## src/tape_record_formatter_pkg.sv

```systemverilog
/*
 Constants, field layout, register map and state types of the tape record formatter.
 Assumes a 20 MHz system clock and a tape unit that takes one frame per frame period.
*/
package tape_record_formatter_pkg;
	localparam int CLK_PERIOD_NS   = 50;
	localparam int FRAME_PERIOD_NS = 12000;
	localparam int FRAME_CYCLES    = FRAME_PERIOD_NS / CLK_PERIOD_NS;
	localparam int WORD_W          = 28;
	localparam int SUM_W           = 30;
	localparam int GROUP_W         = 6;
	localparam int FRAME_W         = 7;
	localparam int COORD_W         = 14;
	localparam int STAR_ID_W       = 12;
	localparam int LOC_W           = 6;
	localparam int BANK_WORDS      = 64;
	localparam int INGRESS_LSB     = 0;
	localparam int WIDTH_LSB       = 14;
	localparam int WIDTH_W         = 10;
	localparam int FILL_LSB        = 24;
	localparam logic [2:0] NORMAL_TOP_GROUP = 3'h3;
	localparam logic [2:0] TEST_TOP_GROUP   = 3'h4;
	localparam logic [1:0] BLANK_FRAMES     = 2'h3;
	localparam logic [5:0] FILE_MARK_PATTERN = 6'h0F;
	localparam logic [7:0] REEL_ONE         = 8'h01;
	localparam logic [5:0] LAST_LOC         = 6'h3F;
	localparam logic [3:0] ADDR_CONTROL     = 4'h0;
	localparam logic [3:0] ADDR_IDENT       = 4'h4;
	localparam logic [3:0] ADDR_STATUS      = 4'h8;
	localparam logic [3:0] ADDR_FRAMES      = 4'hC;
	localparam int CTRL_TEST_BIT  = 0;
	localparam int CTRL_IDENT_BIT = 1;
	localparam int CTRL_EXT_BIT   = 2;
	localparam logic        TEST_MODE_RESET = 1'b0;
	localparam logic [23:0] IDENT_RESET     = 24'h00_0000;
	typedef enum logic [3:0] {
		T_IDLE, T_CLEAR, T_WAIT, T_FRAMES, T_BLANK, T_CHECK, T_GAP, T_MARK_GAP, T_MARK, T_MARK_CHECK
	} tape_state_t;
	typedef enum logic [1:0] {SRC_EXT, SRC_BANK, SRC_IDENT} word_source_t;
endpackage

```

## src/frame_builder.sv

```systemverilog
/*
 Frame builder: adds the odd parity track to a 6-bit group and keeps the per-track
 running parity from which the record check character is formed.
 Assumes the caller strobes accumulate once per emitted data or mark frame and clears after the check.
*/
`timescale 1ns/100ps
module frame_builder (
	input  wire logic       clk,
	input  wire logic       rstn,
	input  wire logic       accumulate,
	input  wire logic       clearAcc,
	input  wire logic [5:0] groupData,
	output logic      [6:0] dataFrame,
	output logic      [6:0] checkFrame
);
	logic [6:0] trackParity;

	assign dataFrame  = {~^groupData, groupData};
	assign checkFrame = trackParity;

	genvar t;
	generate
		for (t = 0; t < 7; t++)
		begin : g_track
			always_ff @(posedge clk or negedge rstn)
			begin
				if (!rstn)
					trackParity[t] <= 1'b0;
				else if (clearAcc)
					trackParity[t] <= 1'b0;
				else if (accumulate)
					trackParity[t] <= trackParity[t] ^ dataFrame[t];
			end
		end
	endgenerate
endmodule

```

## src/tape_record_formatter.sv

```systemverilog
/*
 Tape record formatter: memory output register, star-width adder, frame disassembly,
 record and file mark framing, plate/reel identifier and reference star entry banks.
 Assumes an Avalon-MM master with waitrequest, a memory that answers a cycle request
 with memReadValid, and a tape unit that accepts a frame per frame period while ready.
*/
// The implementer's own choices: the Avalon-MM slave port and the register addresses.
`timescale 1ns/100ps
module tape_record_formatter (
	input  wire logic        clk,
	input  wire logic        rstn,
	input  wire logic [3:0]  avs_address,
	input  wire logic        avs_read,
	input  wire logic        avs_write,
	input  wire logic [31:0] avs_writedata,
	output logic      [31:0] avs_readdata,
	output logic             avs_waitrequest,
	output logic             memCycleRequest,
	input  wire logic        memReadValid,
	input  wire logic [27:0] memReadData,
	input  wire logic        memWordIsStar,
	input  wire logic        memLastWord,
	input  wire logic [3:0]  widthHoldingRegister,
	input  wire logic [5:0]  firstIngressHoldingRegister,
	input  wire logic [5:0]  secondIngressHoldingRegister,
	input  wire logic [13:0] xPositionCounter,
	input  wire logic [13:0] yPositionCounter,
	input  wire logic [11:0] starTableNumber,
	input  wire logic        enterStar,
	input  wire logic        entryTerminateButton,
	input  wire logic        tapeReady,
	output logic      [6:0]  tapeFrame,
	output logic             tapeStrobe,
	output logic             recordGap,
	output logic             fileMarkGap
);
	tape_record_formatter_pkg::tape_state_t  state;
	tape_record_formatter_pkg::word_source_t source;

	logic [27:0] memoryOutputRegister;
	logic [23:0] auxiliaryAddendRegister;
	logic        starCarry;
	logic [9:0]  widthSum;
	logic [13:0] ingressSum;
	logic [29:0] adderOut;
	logic [7:0]  tickCount;
	logic        frameTick;
	logic        emit;
	logic [2:0]  groupIndex;
	logic [1:0]  blankCount;
	logic        lastWord;
	logic [5:0]  groupData;
	logic [6:0]  dataFrame;
	logic [6:0]  checkFrame;
	logic        avsAck;
	logic        testMode;
	logic [15:0] plateNumberField;
	logic [7:0]  reelNumberField;
	logic        identPending;
	logic        extPending;
	logic        markPending;
	logic [15:0] frameCount;
	logic [27:0] bankMem [0:2*tape_record_formatter_pkg::BANK_WORDS-1];
	logic [27:0] bankReadData;
	logic        dumpBank;
	logic [5:0]  readLoc;
	logic [1:0]  bankFull;
	logic        bankDone;
	logic [6:0]  writePtr;
	logic [1:0]  entryStep;
	logic        filling;
	logic        entryArmed;
	logic        enterPrev;
	logic        terminatePrev;
	logic        termFlag;
	logic        termBank;
	logic        entryWrite;
	logic [27:0] entryWord;
	logic [27:0] sourceWord;
	logic        sourceValid;
	logic        sourceStar;
	logic [27:0] loadWord;

	// Avalon-MM slave: every access waits exactly one cycle
	assign avs_waitrequest = (avs_read | avs_write) & ~avsAck;

	always_ff @(posedge clk or negedge rstn)
	begin
		if (!rstn)
			avsAck <= 1'b0;
		else
			avsAck <= (avs_read | avs_write) & ~avsAck;
	end

	always_ff @(posedge clk or negedge rstn)
	begin
		if (!rstn)
			avs_readdata <= 32'h0000_0000;
		else if (avs_read && !avsAck)
		begin
			case (avs_address)
				tape_record_formatter_pkg::ADDR_CONTROL: avs_readdata <= {31'h0000_0000, testMode};
				tape_record_formatter_pkg::ADDR_IDENT:   avs_readdata <= {8'h00, plateNumberField, reelNumberField};
				tape_record_formatter_pkg::ADDR_STATUS:
					avs_readdata <= {24'h00_0000, filling, entryArmed, bankFull, identPending | extPending,
						markPending, termFlag, state != tape_record_formatter_pkg::T_IDLE};
				tape_record_formatter_pkg::ADDR_FRAMES:  avs_readdata <= {16'h0000, frameCount};
				default:                                 avs_readdata <= 32'h0000_0000;
			endcase
		end
	end

	always_ff @(posedge clk or negedge rstn)
	begin
		if (!rstn)
		begin
			testMode         <= tape_record_formatter_pkg::TEST_MODE_RESET;
			plateNumberField <= tape_record_formatter_pkg::IDENT_RESET[23:8];
			reelNumberField  <= tape_record_formatter_pkg::IDENT_RESET[7:0];
		end
		else if (avs_write && avsAck)
		begin
			if (avs_address == tape_record_formatter_pkg::ADDR_CONTROL)
				testMode <= avs_writedata[tape_record_formatter_pkg::CTRL_TEST_BIT];
			if (avs_address == tape_record_formatter_pkg::ADDR_IDENT)
			begin
				plateNumberField <= avs_writedata[23:8];
				reelNumberField  <= avs_writedata[7:0];
			end
		end
	end

	// Request flags: a new request in the cycle the engine takes the old one is kept
	always_ff @(posedge clk or negedge rstn)
	begin
		if (!rstn)
		begin
			identPending <= 1'b0;
			extPending   <= 1'b0;
		end
		else
		begin
			identPending <= (identPending & ~(state == tape_record_formatter_pkg::T_CLEAR &&
				source == tape_record_formatter_pkg::SRC_IDENT)) | (avs_write && avsAck &&
				avs_address == tape_record_formatter_pkg::ADDR_CONTROL &&
				avs_writedata[tape_record_formatter_pkg::CTRL_IDENT_BIT]);
			extPending <= (extPending & ~(state == tape_record_formatter_pkg::T_IDLE && bankFull == 2'h0 &&
				!identPending)) | (avs_write && avsAck && avs_address == tape_record_formatter_pkg::ADDR_CONTROL
				&& avs_writedata[tape_record_formatter_pkg::CTRL_EXT_BIT]);
		end
	end

	// Frame rate divider
	always_ff @(posedge clk or negedge rstn)
	begin
		if (!rstn)
			tickCount <= 8'h00;
		else if (tickCount == 8'(tape_record_formatter_pkg::FRAME_CYCLES - 1))
			tickCount <= 8'h00;
		else
			tickCount <= tickCount + 8'h01;
	end
	assign frameTick = tickCount == 8'(tape_record_formatter_pkg::FRAME_CYCLES - 1);
	assign emit      = frameTick & tapeReady;

	// Adder: upper field adds the inverted subtrahend plus a carry, so no subtractor exists
	assign widthSum   = memoryOutputRegister[23:14] + auxiliaryAddendRegister[23:14] + {9'h000, starCarry};
	assign ingressSum = memoryOutputRegister[13:0] + auxiliaryAddendRegister[13:0];
	assign adderOut   = {2'b00, memoryOutputRegister[27:24], widthSum, ingressSum};

	always_comb
	begin
		case (source)
			tape_record_formatter_pkg::SRC_EXT:
			begin
				sourceWord  = memReadData;
				sourceValid = memReadValid;
				sourceStar  = memWordIsStar;
			end
			tape_record_formatter_pkg::SRC_BANK:
			begin
				sourceWord  = bankReadData;
				sourceValid = 1'b1;
				sourceStar  = 1'b0;
			end
			default:
			begin
				sourceWord  = {4'h0, plateNumberField, reelNumberField};
				sourceValid = 1'b1;
				sourceStar  = 1'b0;
			end
		endcase
		loadWord = sourceWord;
		if (sourceStar)
			loadWord[23:14] = {widthHoldingRegister, secondIngressHoldingRegister};
	end

	always_ff @(posedge clk or negedge rstn)
	begin
		if (!rstn)
		begin
			memoryOutputRegister    <= 28'h000_0000;
			auxiliaryAddendRegister <= 24'h00_0000;
			starCarry               <= 1'b0;
		end
		else if (state == tape_record_formatter_pkg::T_CLEAR)
		begin
			memoryOutputRegister    <= 28'h000_0000;
			auxiliaryAddendRegister <= 24'h00_0000;
			starCarry               <= 1'b0;
		end
		else if (state == tape_record_formatter_pkg::T_WAIT && sourceValid)
		begin
			memoryOutputRegister <= memoryOutputRegister | loadWord;
			if (sourceStar)
			begin
				auxiliaryAddendRegister <= {~{4'h0, firstIngressHoldingRegister}, 14'h0000};
				starCarry               <= 1'b1;
			end
			else
			begin
				auxiliaryAddendRegister <= 24'h00_0000;
				starCarry               <= 1'b0;
			end
		end
	end

	always_comb
	begin
		if (state == tape_record_formatter_pkg::T_MARK)
			groupData = tape_record_formatter_pkg::FILE_MARK_PATTERN;
		else
			groupData = adderOut[6 * groupIndex +: 6];
	end

	frame_builder u_frame_builder (
		.clk        (clk),
		.rstn       (rstn),
		.accumulate (emit && (state == tape_record_formatter_pkg::T_FRAMES || state == tape_record_formatter_pkg::T_MARK)),
		.clearAcc   (emit && (state == tape_record_formatter_pkg::T_CHECK ||
			state == tape_record_formatter_pkg::T_MARK_CHECK)),
		.groupData  (groupData),
		.dataFrame  (dataFrame),
		.checkFrame (checkFrame)
	);

	assign bankDone = emit && state == tape_record_formatter_pkg::T_GAP && source == tape_record_formatter_pkg::SRC_BANK;

	// Tape sequencing
	always_ff @(posedge clk or negedge rstn)
	begin
		if (!rstn)
		begin
			state           <= tape_record_formatter_pkg::T_IDLE;
			source          <= tape_record_formatter_pkg::SRC_EXT;
			dumpBank        <= 1'b0;
			readLoc         <= 6'h00;
			groupIndex      <= 3'h0;
			blankCount      <= 2'h0;
			lastWord        <= 1'b0;
			markPending     <= 1'b0;
			memCycleRequest <= 1'b0;
		end
		else
		begin
			memCycleRequest <= 1'b0;
			case (state)
				tape_record_formatter_pkg::T_IDLE:
				begin
					readLoc <= 6'h00;
					if (bankFull != 2'h0)
					begin
						source   <= tape_record_formatter_pkg::SRC_BANK;
						dumpBank <= ~bankFull[0];
						state    <= tape_record_formatter_pkg::T_CLEAR;
					end
					else if (identPending)
					begin
						source <= tape_record_formatter_pkg::SRC_IDENT;
						state  <= tape_record_formatter_pkg::T_CLEAR;
					end
					else if (extPending)
					begin
						source          <= tape_record_formatter_pkg::SRC_EXT;
						memCycleRequest <= 1'b1;
						state           <= tape_record_formatter_pkg::T_CLEAR;
					end
					else if (markPending)
						state <= tape_record_formatter_pkg::T_MARK_GAP;
				end
				tape_record_formatter_pkg::T_CLEAR:
					state <= tape_record_formatter_pkg::T_WAIT;
				tape_record_formatter_pkg::T_WAIT:
					if (sourceValid)
					begin
						case (source)
							tape_record_formatter_pkg::SRC_EXT:  lastWord <= memLastWord;
							tape_record_formatter_pkg::SRC_BANK: lastWord <= readLoc == tape_record_formatter_pkg::LAST_LOC;
							default:                             lastWord <= 1'b1;
						endcase
						groupIndex <= testMode ? tape_record_formatter_pkg::TEST_TOP_GROUP :
							tape_record_formatter_pkg::NORMAL_TOP_GROUP;
						state <= tape_record_formatter_pkg::T_FRAMES;
					end
				tape_record_formatter_pkg::T_FRAMES:
					if (emit)
					begin
						if (groupIndex != 3'h0)
							groupIndex <= groupIndex - 3'h1;
						else if (lastWord)
						begin
							blankCount <= tape_record_formatter_pkg::BLANK_FRAMES - 2'h1;
							state      <= tape_record_formatter_pkg::T_BLANK;
						end
						else
						begin
							readLoc         <= readLoc + 6'h01;
							memCycleRequest <= source == tape_record_formatter_pkg::SRC_EXT;
							state           <= tape_record_formatter_pkg::T_CLEAR;
						end
					end
				tape_record_formatter_pkg::T_BLANK:
					if (emit)
					begin
						if (blankCount == 2'h0)
							state <= tape_record_formatter_pkg::T_CHECK;
						else
							blankCount <= blankCount - 2'h1;
					end
				tape_record_formatter_pkg::T_CHECK:
					if (emit)
						state <= tape_record_formatter_pkg::T_GAP;
				tape_record_formatter_pkg::T_GAP:
					if (emit)
					begin
						if (source == tape_record_formatter_pkg::SRC_IDENT ||
							(source == tape_record_formatter_pkg::SRC_BANK && termFlag && termBank == dumpBank))
							markPending <= 1'b1;
						state <= tape_record_formatter_pkg::T_IDLE;
					end
				tape_record_formatter_pkg::T_MARK_GAP:
					if (emit)
						state <= tape_record_formatter_pkg::T_MARK;
				tape_record_formatter_pkg::T_MARK:
					if (emit)
						state <= tape_record_formatter_pkg::T_MARK_CHECK;
				tape_record_formatter_pkg::T_MARK_CHECK:
					if (emit)
					begin
						markPending <= 1'b0;
						state       <= tape_record_formatter_pkg::T_IDLE;
					end
				default:
					state <= tape_record_formatter_pkg::T_IDLE;
			endcase
		end
	end

	// Tape outputs; blank frames carry no parity so the controller can spot them
	always_ff @(posedge clk or negedge rstn)
	begin
		if (!rstn)
		begin
			tapeFrame   <= 7'h00;
			tapeStrobe  <= 1'b0;
			recordGap   <= 1'b0;
			fileMarkGap <= 1'b0;
			frameCount  <= 16'h0000;
		end
		else
		begin
			tapeStrobe  <= 1'b0;
			recordGap   <= emit && state == tape_record_formatter_pkg::T_GAP;
			fileMarkGap <= emit && state == tape_record_formatter_pkg::T_MARK_GAP;
			if (emit && (state == tape_record_formatter_pkg::T_FRAMES || state == tape_record_formatter_pkg::T_MARK))
			begin
				tapeFrame  <= dataFrame;
				tapeStrobe <= 1'b1;
				frameCount <= frameCount + 16'h0001;
			end
			else if (emit && state == tape_record_formatter_pkg::T_BLANK)
			begin
				tapeFrame  <= 7'h00;
				tapeStrobe <= 1'b1;
			end
			else if (emit && (state == tape_record_formatter_pkg::T_CHECK ||
				state == tape_record_formatter_pkg::T_MARK_CHECK))
			begin
				tapeFrame  <= checkFrame;
				tapeStrobe <= 1'b1;
			end
		end
	end

	// Reference star entry into the two banks
	always_comb
	begin
		case (entryStep)
			2'h1:    entryWord = {14'h0000, xPositionCounter};
			2'h2:    entryWord = {14'h0000, yPositionCounter};
			2'h3:    entryWord = {16'h0000, starTableNumber};
			default: entryWord = 28'h000_0000;
		endcase
	end
	assign entryWrite = entryStep != 2'h0 || filling;

	always_ff @(posedge clk or negedge rstn)
	begin
		if (!rstn)
		begin
			enterPrev     <= 1'b0;
			terminatePrev <= 1'b0;
			entryStep     <= 2'h0;
			filling       <= 1'b0;
			writePtr      <= 7'h00;
			entryArmed    <= 1'b0;
			termFlag      <= 1'b0;
			termBank      <= 1'b0;
		end
		else
		begin
			enterPrev     <= enterStar;
			terminatePrev <= entryTerminateButton;
			if (bankDone && termFlag && termBank == dumpBank)
				termFlag <= 1'b0;
			if (emit && state == tape_record_formatter_pkg::T_GAP && source == tape_record_formatter_pkg::SRC_IDENT)
			begin
				entryArmed <= reelNumberField == tape_record_formatter_pkg::REEL_ONE;
				writePtr   <= 7'h00;
			end
			if (entryArmed && !filling && entryStep == 2'h0 && enterStar && !enterPrev)
				entryStep <= 2'h1;
			else if (entryArmed && !filling && entryStep == 2'h0 && entryTerminateButton && !terminatePrev)
				filling <= 1'b1;
			else if (entryStep != 2'h0)
				entryStep <= entryStep + 2'h1;
			if (entryWrite)
			begin
				writePtr <= writePtr + 7'h01;
				if (filling && writePtr[5:0] == tape_record_formatter_pkg::LAST_LOC && entryStep == 2'h0)
				begin
					filling    <= 1'b0;
					entryArmed <= 1'b0;
					termFlag   <= 1'b1;
					termBank   <= writePtr[6];
				end
			end
		end
	end

	// Bank memory: a bank overwritten while still waiting for tape is lost
	always_ff @(posedge clk)
	begin
		if (entryWrite)
			bankMem[writePtr] <= entryWord;
		bankReadData <= bankMem[{dumpBank, readLoc}];
	end

	genvar b;
	generate
		for (b = 0; b < 2; b++)
		begin : g_bank
			always_ff @(posedge clk or negedge rstn)
			begin
				if (!rstn)
					bankFull[b] <= 1'b0;
				else
					bankFull[b] <= (bankFull[b] & ~(bankDone && dumpBank == b)) |
						(entryWrite && writePtr[5:0] == tape_record_formatter_pkg::LAST_LOC && writePtr[6] == b);
			end
		end
	endgenerate
endmodule

```

## config.mk

```make
export PLATFORM = sky130hd
export DESIGN_NAME = tape_record_formatter
export DESIGN_NICKNAME = d
export VERILOG_FILES = /design/src/tape_record_formatter_pkg.sv /design/src/frame_builder.sv /design/src/tape_record_formatter.sv
export SDC_FILE = /design/constraint.sdc
export NUM_CORES = 2
export LEC_CHECK = 0
export ABC_AREA = 1
export BUFFER_PORTS_ARGS = -buffer_cell sky130_fd_sc_hd__buf_2
export CAP_MARGIN = 5
export CORE_MARGIN = 4
export CORE_UTILIZATION = 50
export DETAILED_ROUTE_END_ITERATION = 10
export GPL_TIMING_DRIVEN = 1
export PLACE_DENSITY = 0.72
export SKIP_LAST_GASP = 1
export SLEW_MARGIN = 20
export SYNTH_ARGS = -nofsm -noshare
export SYNTH_HDL_FRONTEND = slang
export SYNTH_SLANG_ARGS = --single-unit
```

## constraint.sdc

```tcl
create_clock -name clk -period 8.3 [get_ports clk]
set_input_delay 1.66 -clock clk [delete_from_list [all_inputs] [get_ports clk]]
set_output_delay 1.66 -clock clk [all_outputs]
set_load 0.02 [all_outputs]
```

After elaboration in Yosys (flattened, before gate mapping)
Memory sizes are Yosys's and may differ from the RTL's. A register that Yosys moved wholly into a read port is not among the register bits.
Cells that the tools add are included.
{"block": "word_totals", "ff_bits": 220, "ram_bits": 1792, "in_bits": 130, "output_inout_bits": 44, "word_cells": 299, "n_memories": 1}
{"memory": "bankMem", "words": 128, "word_bits": 14, "rd": 1, "rd_ports_with_merged_regs": 1, "write_ports": 1, "line_no": "tape_record_formatter.sv:63", "rtl": "logic [27:0] bankMem [0:2*tape_record_formatter_pkg::BANK_WORDS-1];"}
{"block": "classes", "n_addsub": 10, "n_mul": 1, "eq_ne": 40, "shifts": 1, "n_mux": 98, "bitwise_logic": 29, "n_reduce_logical": 76}
{"op": "24-bit one-hot mux with 4 select lines", "count": 1}
{"op": "24-bit two-way mux", "count": 3}
{"op": "28-bit two-way mux", "count": 2}
{"op": "28-bit one-hot mux with 2 select lines", "count": 1}
{"op": "4-bit two-way mux", "count": 13}
{"op": "1-bit two-way mux", "count": 43}
{"op": "14-bit one-hot mux with 3 select lines", "count": 1}
{"op": "4-bit one-hot mux with 9 select lines", "count": 1}
{"op": "7-bit two-way mux", "count": 5}
{"op": "1-bit logical AND", "count": 33}
{"op": "2-bit inequality test (second input constant)", "count": 15}
{"op": "30-bit by 7-bit variable part select with 6-bit output", "count": 1}
{"op": "28-bit bitwise OR", "count": 1}
{"op": "6-bit two-way mux", "count": 4}
{"op": "2-bit two-way mux", "count": 11}
{"op": "4-bit by 3-bit equality test with 1-bit output (second input constant)", "count": 5}
{"op": "2-bit nonzero test", "count": 10}
{"op": "16-bit by 1-bit adder with 16-bit output (second input constant)", "count": 1}
{"op": "4-bit equality test (second input constant)", "count": 4}
{"op": "3-bit two-way mux", "count": 5}
{"op": "14-bit adder", "count": 1}
{"op": "2-bit AND reduction", "count": 7}
{"op": "6-bit equality test (second input constant)", "count": 2}
{"op": "6-bit one-hot mux with 2 select lines", "count": 1}
{"op": "39 further kinds", "count": 84}

Longest topological paths before layout
{"block": "logic_depth", "ltp_word": 9, "depth_mapped": 20, "ltp_nobuf": 20}

Modules after synthesis
Synthesis repeated with hierarchy kept, for this count alone.
{"block": "unflattened", "hier_cells": 8338, "area_unflattened_um2": 84964.0}
{"module": "tape_record_formatter", "n_inst": 1, "cells_per_inst": 8266, "area_each_um2": 84481.0, "seq_area_each_um2": 58070.7}
{"module": "frame_builder", "n_inst": 1, "cells_per_inst": 72, "area_each_um2": 483.0, "seq_area_each_um2": 175.2}

Least setup slack after synthesis
No wires, ideal clock.
{"block": "synth_path", "kind": "input -> register", "from": "input port xPositionCounter[13]", "to": "memory bankMem[0][13] (netlist name) (data pin)", "setup_time_ns": 0.892, "arrival_time_ns": 5.189, "required_ns": 7.408, "path_slack_ns": 2.219, "cell_stages": 2, "n_path_buf": 0, "path_cell_list": "nand2_1 -> a21oi_1"}
{"block": "synth_between", "elab_chain_cells": 1}
{"item": "start: declaration", "line_no": "tape_record_formatter.sv:26", "rtl": "input wire logic [13:0] xPositionCounter,"}
{"item": "14-bit one-hot mux with 3 select lines", "line_no": "tape_record_formatter.sv:398", "rtl": "case (entryStep)"}
{"item": "via entryWord[13]", "line_no": "tape_record_formatter.sv:78", "rtl": "logic [27:0] entryWord;"}
{"item": "end: declaration", "line_no": "tape_record_formatter.sv:63"}
The timed path passes the listed nets, and every way through them passes these cells.

==> results.yml <==
clock_network:
  clk_pin_slew_ns: 0.06
  post_cts_resized: 0
  post_cts_buffers: 0
  cts_hold_buf: 0
  clk-insertion-delay-late_ns: 0.84
  cts_sinks: 1972
  cts_buffer_depth: 3
  htreeDepth: 4
  numCtsBuffers: 185
  cts_tree: "yes"
  root_buffer: "clkbuf_16"
critical_path:
  end_kind: "register"
  critPathMaxFanout: 167
  worstPathRequired_ns: 9.04
  critPathLaunchType: "register"
  cp.arrival_ns: 5.31
  critical_path_class: "register to register"
timing:
  finalSetupTns_ns: 0
  setup_viol: 0
  rsz0062_at_grt: "false"
  finalHoldViolations: 0
  slew_viol_final: 0
  post-route-min-period_ns: 4.56
  period_share_pct: 55.0
  fin_ws_ns: 3.74
  finClkSkew_ns: 0.0381
  relSlewSlack_pct: 23.5
  max_freq_mhz: 219
  worstMarginPinSlew_ns: 1.15
logic_synthesis:
  synth_seq_cells: 1972
  synth_mux_area_share_pct: 0.128
  synth_edf_count: 1792
  synth.distinct_cells: 56
  synth_top_family_by_area: "compound AO/OA/AOI/OAI gates"
  syn-cell-area_um2: 79100
  async_reset_ff_share_pct: 8.42
  synthFlopType: "edfxtp_1"
  yosys_warnings: 0
  yosys.area_share.simple_pct: 10.2
  synthCells: 6336
  synthAdderAreaFrac_pct: 0.351
  syn_avg_cell_area_um2: 12.5
  ys_seq_area_share_pct: 73.6
  synth-compound-area-share_pct: 12.4
  synth_xor_area_share_pct: 0.243
drt:
  totalWireLength_um: 212000
  drc_errors: 0
  ant_nets: 0
  dr.pass1.iters: 6
  vias: 53100
  via_per_inst: 6.13
  drtIter0Drc: 6984
  routedWlPerCell_um: 24.4
placement:
  post-place-ws_ns: 3.93
  post-place-cells: 8318
  place_hpwl_um: 120000
  gp_congestion: 0.900
  port_buffers: 157
final_layout:
  final_nets: 6599
  drive_gt1_share_pct: 10.1
  finalCoreUtilization_pct: 56.3
  syn_to_final_growth_pct: 11.5
  final_cells: 8665
  fillers: 12200
pwr:
  combinationalPowerShare_pct: 12.5
  p_per_area_nw_per_um2: 273
  p_clk_share_pct: 33.8
  vdd_drop_max_uv: 227
  seqPwrFrac_pct: 53.7
  switchingPower_mw: 6.40
  internal_power_mw: 17.7
  leakage_nw: 30.4
  swShare_pct: 26.6
hold_path:
  hp-class: "register to register"
global_routing:
  overflow: 0
  grt_pass1_vias: 49800
  grt_pass1_wl_um: 313000
  grt_antenna_before_repair: 3
  grt_max_degree: 219
  grt_use_total_pct: 25.2
floorplanning:
  die_w_um: 406
  start_util_pct: 50.5
  rows: 145
  ios: 174
  dieArea_um2: 165000
  fp.coreArea_um2: 157000
  die_h_um: 406
status:
  status: "complete, no violations"
flow_run:
  drv_cap: 0
## state kept, by name, indices dropped and copies added (netlist names), 2 cells and up
name                        flops
plateNumberField               16
readLoc                         6
tapeFrame                       7
frameCount                     16
bankReadData                   14
bankMem                      1792
auxiliaryAddendRegister         7
bankFull                        2
avs_readdata                   24
reelNumberField                 8
blankCount                      2
writePtr                        7
u_frame_builder.checkFrame      7
groupIndex                      3
state                           4
source                          2
memoryOutputRegister           28
entryStep                       2
tickCount                       8
## final timing paths
check | startpoint | to | slack (ns) | cells after the start
max in group asynchronous | rstn | memCycleRequest | 5.82 | 2
min in group asynchronous | rstn | auxiliaryAddendRegister[19] | 0.93 | 1
setup / recovery | readLoc[0] | bankReadData[9] | 3.74 | 9
setup reg to reg | readLoc[0] | bankReadData[9] | 3.74 | 9
hold / removal | tickCount[0] | tickCount[0] | 0.46 | 1
hold reg to reg | tickCount[0] | tickCount[0] | 0.46 | 1
## final cells by class
| cell class | count | area [um2] | area share, % |
|---|---|---|---|
| antenna | 2 | 5.00 | 0.00567 |
| inverter | 165 | 669 | 0.759 |
| timing repair buffer | 345 | 2330 | 2.64 |
| sequential | 1972 | 58300 | 66.0 |
| multi-input combinational | 3779 | 18600 | 21.1 |
| clock inverter | 103 | 905 | 1.03 |
| clock buffer | 241 | 4910 | 5.57 |
| tap | 2058 | 2570 | 2.92 |
## critical path: stages (launching register included)
cell,delay (ns)
dfrtp_4,0.85
buf_12,0.58
buf_4,0.82
o21ai_0,0.22
o22ai_1,0.19
o21ai_0,0.14
a31oi_1,0.47
o22ai_1,0.14
a21oi_1,0.60
o21a_1,0.27
## cell usage in the layout, fill, tap and decap left out, types with 4 or more instances in the layout
cell | Yosys | routed
clkinv_8 | 0 | 7
nand4_1 | 47 | 47
o21ai_0 | 1001 | 1001
a31oi_1 | 23 | 23
nand3_1 | 223 | 221
clkinv_2 | 0 | 32
buf_12 | 0 | 8
edfxtp_1 | 1792 | 1792
inv_6 | 0 | 6
o22ai_1 | 292 | 292
nor3_1 | 20 | 19
o41ai_1 | 4 | 4
nand2_1 | 553 | 552
conb_1 | 1 | 8
o221ai_1 | 157 | 157
a221oi_1 | 7 | 7
inv_4 | 0 | 14
inv_1 | 155 | 142
a22oi_1 | 4 | 4
nor2_1 | 1162 | 1148
clkinv_1 | 5 | 45
clkbuf_8 | 0 | 5
a21oi_1 | 110 | 108
o211ai_1 | 75 | 75
mux2_2 | 9 | 9
nor2_2 | 2 | 15
clkbuf_16 | 0 | 186
buf_4 | 18 | 178
dfxtp_1 | 14 | 14
buf_2 | 94 | 156
xor2_1 | 21 | 21
ha_1 | 19 | 19
bufinv_16 | 0 | 12
dfrtp_1 | 166 | 162
clkbuf_1 | 303 | 49
## power by group through the flow
stage | Combinational, mW | Sequential, mW | Clock [mW]
6_report | 3.01 | 12.9 | 8.15
2_1_floorplan | 1.29 | 13.3 | 0
4_1_cts | 2.95 | 12.9 | 8.23
3_5_place_dp | 2.95 | 13.1 | 0
3_3_place_gp | 2.82 | 13.1 | 0
5_1_grt | 3.16 | 13.0 | 8.65
## synthesized netlist by cell type, types with 3 or more instances
cell type     n  area share (%)
edfxtp_1   1792              68
nor2_1     1162             5.5
o21ai_0    1001             6.3
nand2_1     553             2.6
clkbuf_1    303             1.4
o22ai_1     292             2.3
nand3_1     223             1.4
dfrtp_1     166             5.2
o221ai_1    157             1.7
inv_1       155            0.74
a21oi_1     110            0.70
buf_2        94            0.59
o211ai_1     75            0.71
nand4_1      47            0.37
a31oi_1      23            0.18
xor2_1       21            0.23
nor3_1       20            0.13
ha_1         19            0.30
buf_4        18            0.17
dfxtp_1      14            0.35
buf_1         9           0.043
mux2_2        9            0.13
a221oi_1      7           0.077
clkinv_1      5           0.024
inv_2         5           0.024
a22oi_1       4           0.038
o41ai_1       4           0.044
a211oi_1      3           0.028
a311oi_1      3           0.033
a32o_1        3           0.038
o31ai_1       3           0.028
## cells by family after synthesis
logic type      Yosys count
flops                  1972
compound gates         1698
xor+xnor                 22
buf+inv                 592
fa+ha+maj                21
mux                       9
simple gates           2021
other cells               1
## metrics by stage
stage	power, mW	hold slack [ns]	cell area [um2]
after floorplan	14.5	0.428	79200
after global placement	15.9	0.444	82400
after detailed placement	16.1	0.457	82400
after CTS	24.1	0.469	88200
after global routing	24.8	0.483	88200
final	24.1	0.460	88200
## routing by layer
layer  GRT usage (%)  vias up  share of wire [%]
met4            11.6        2                4.8
met1            35.3    26000                 39
met2            38.1     3092                 45
met3            5.37      503                 11
met5               0        -             0.0061
li1                -    23600                  -
Power figures use the tool's default switching activity.
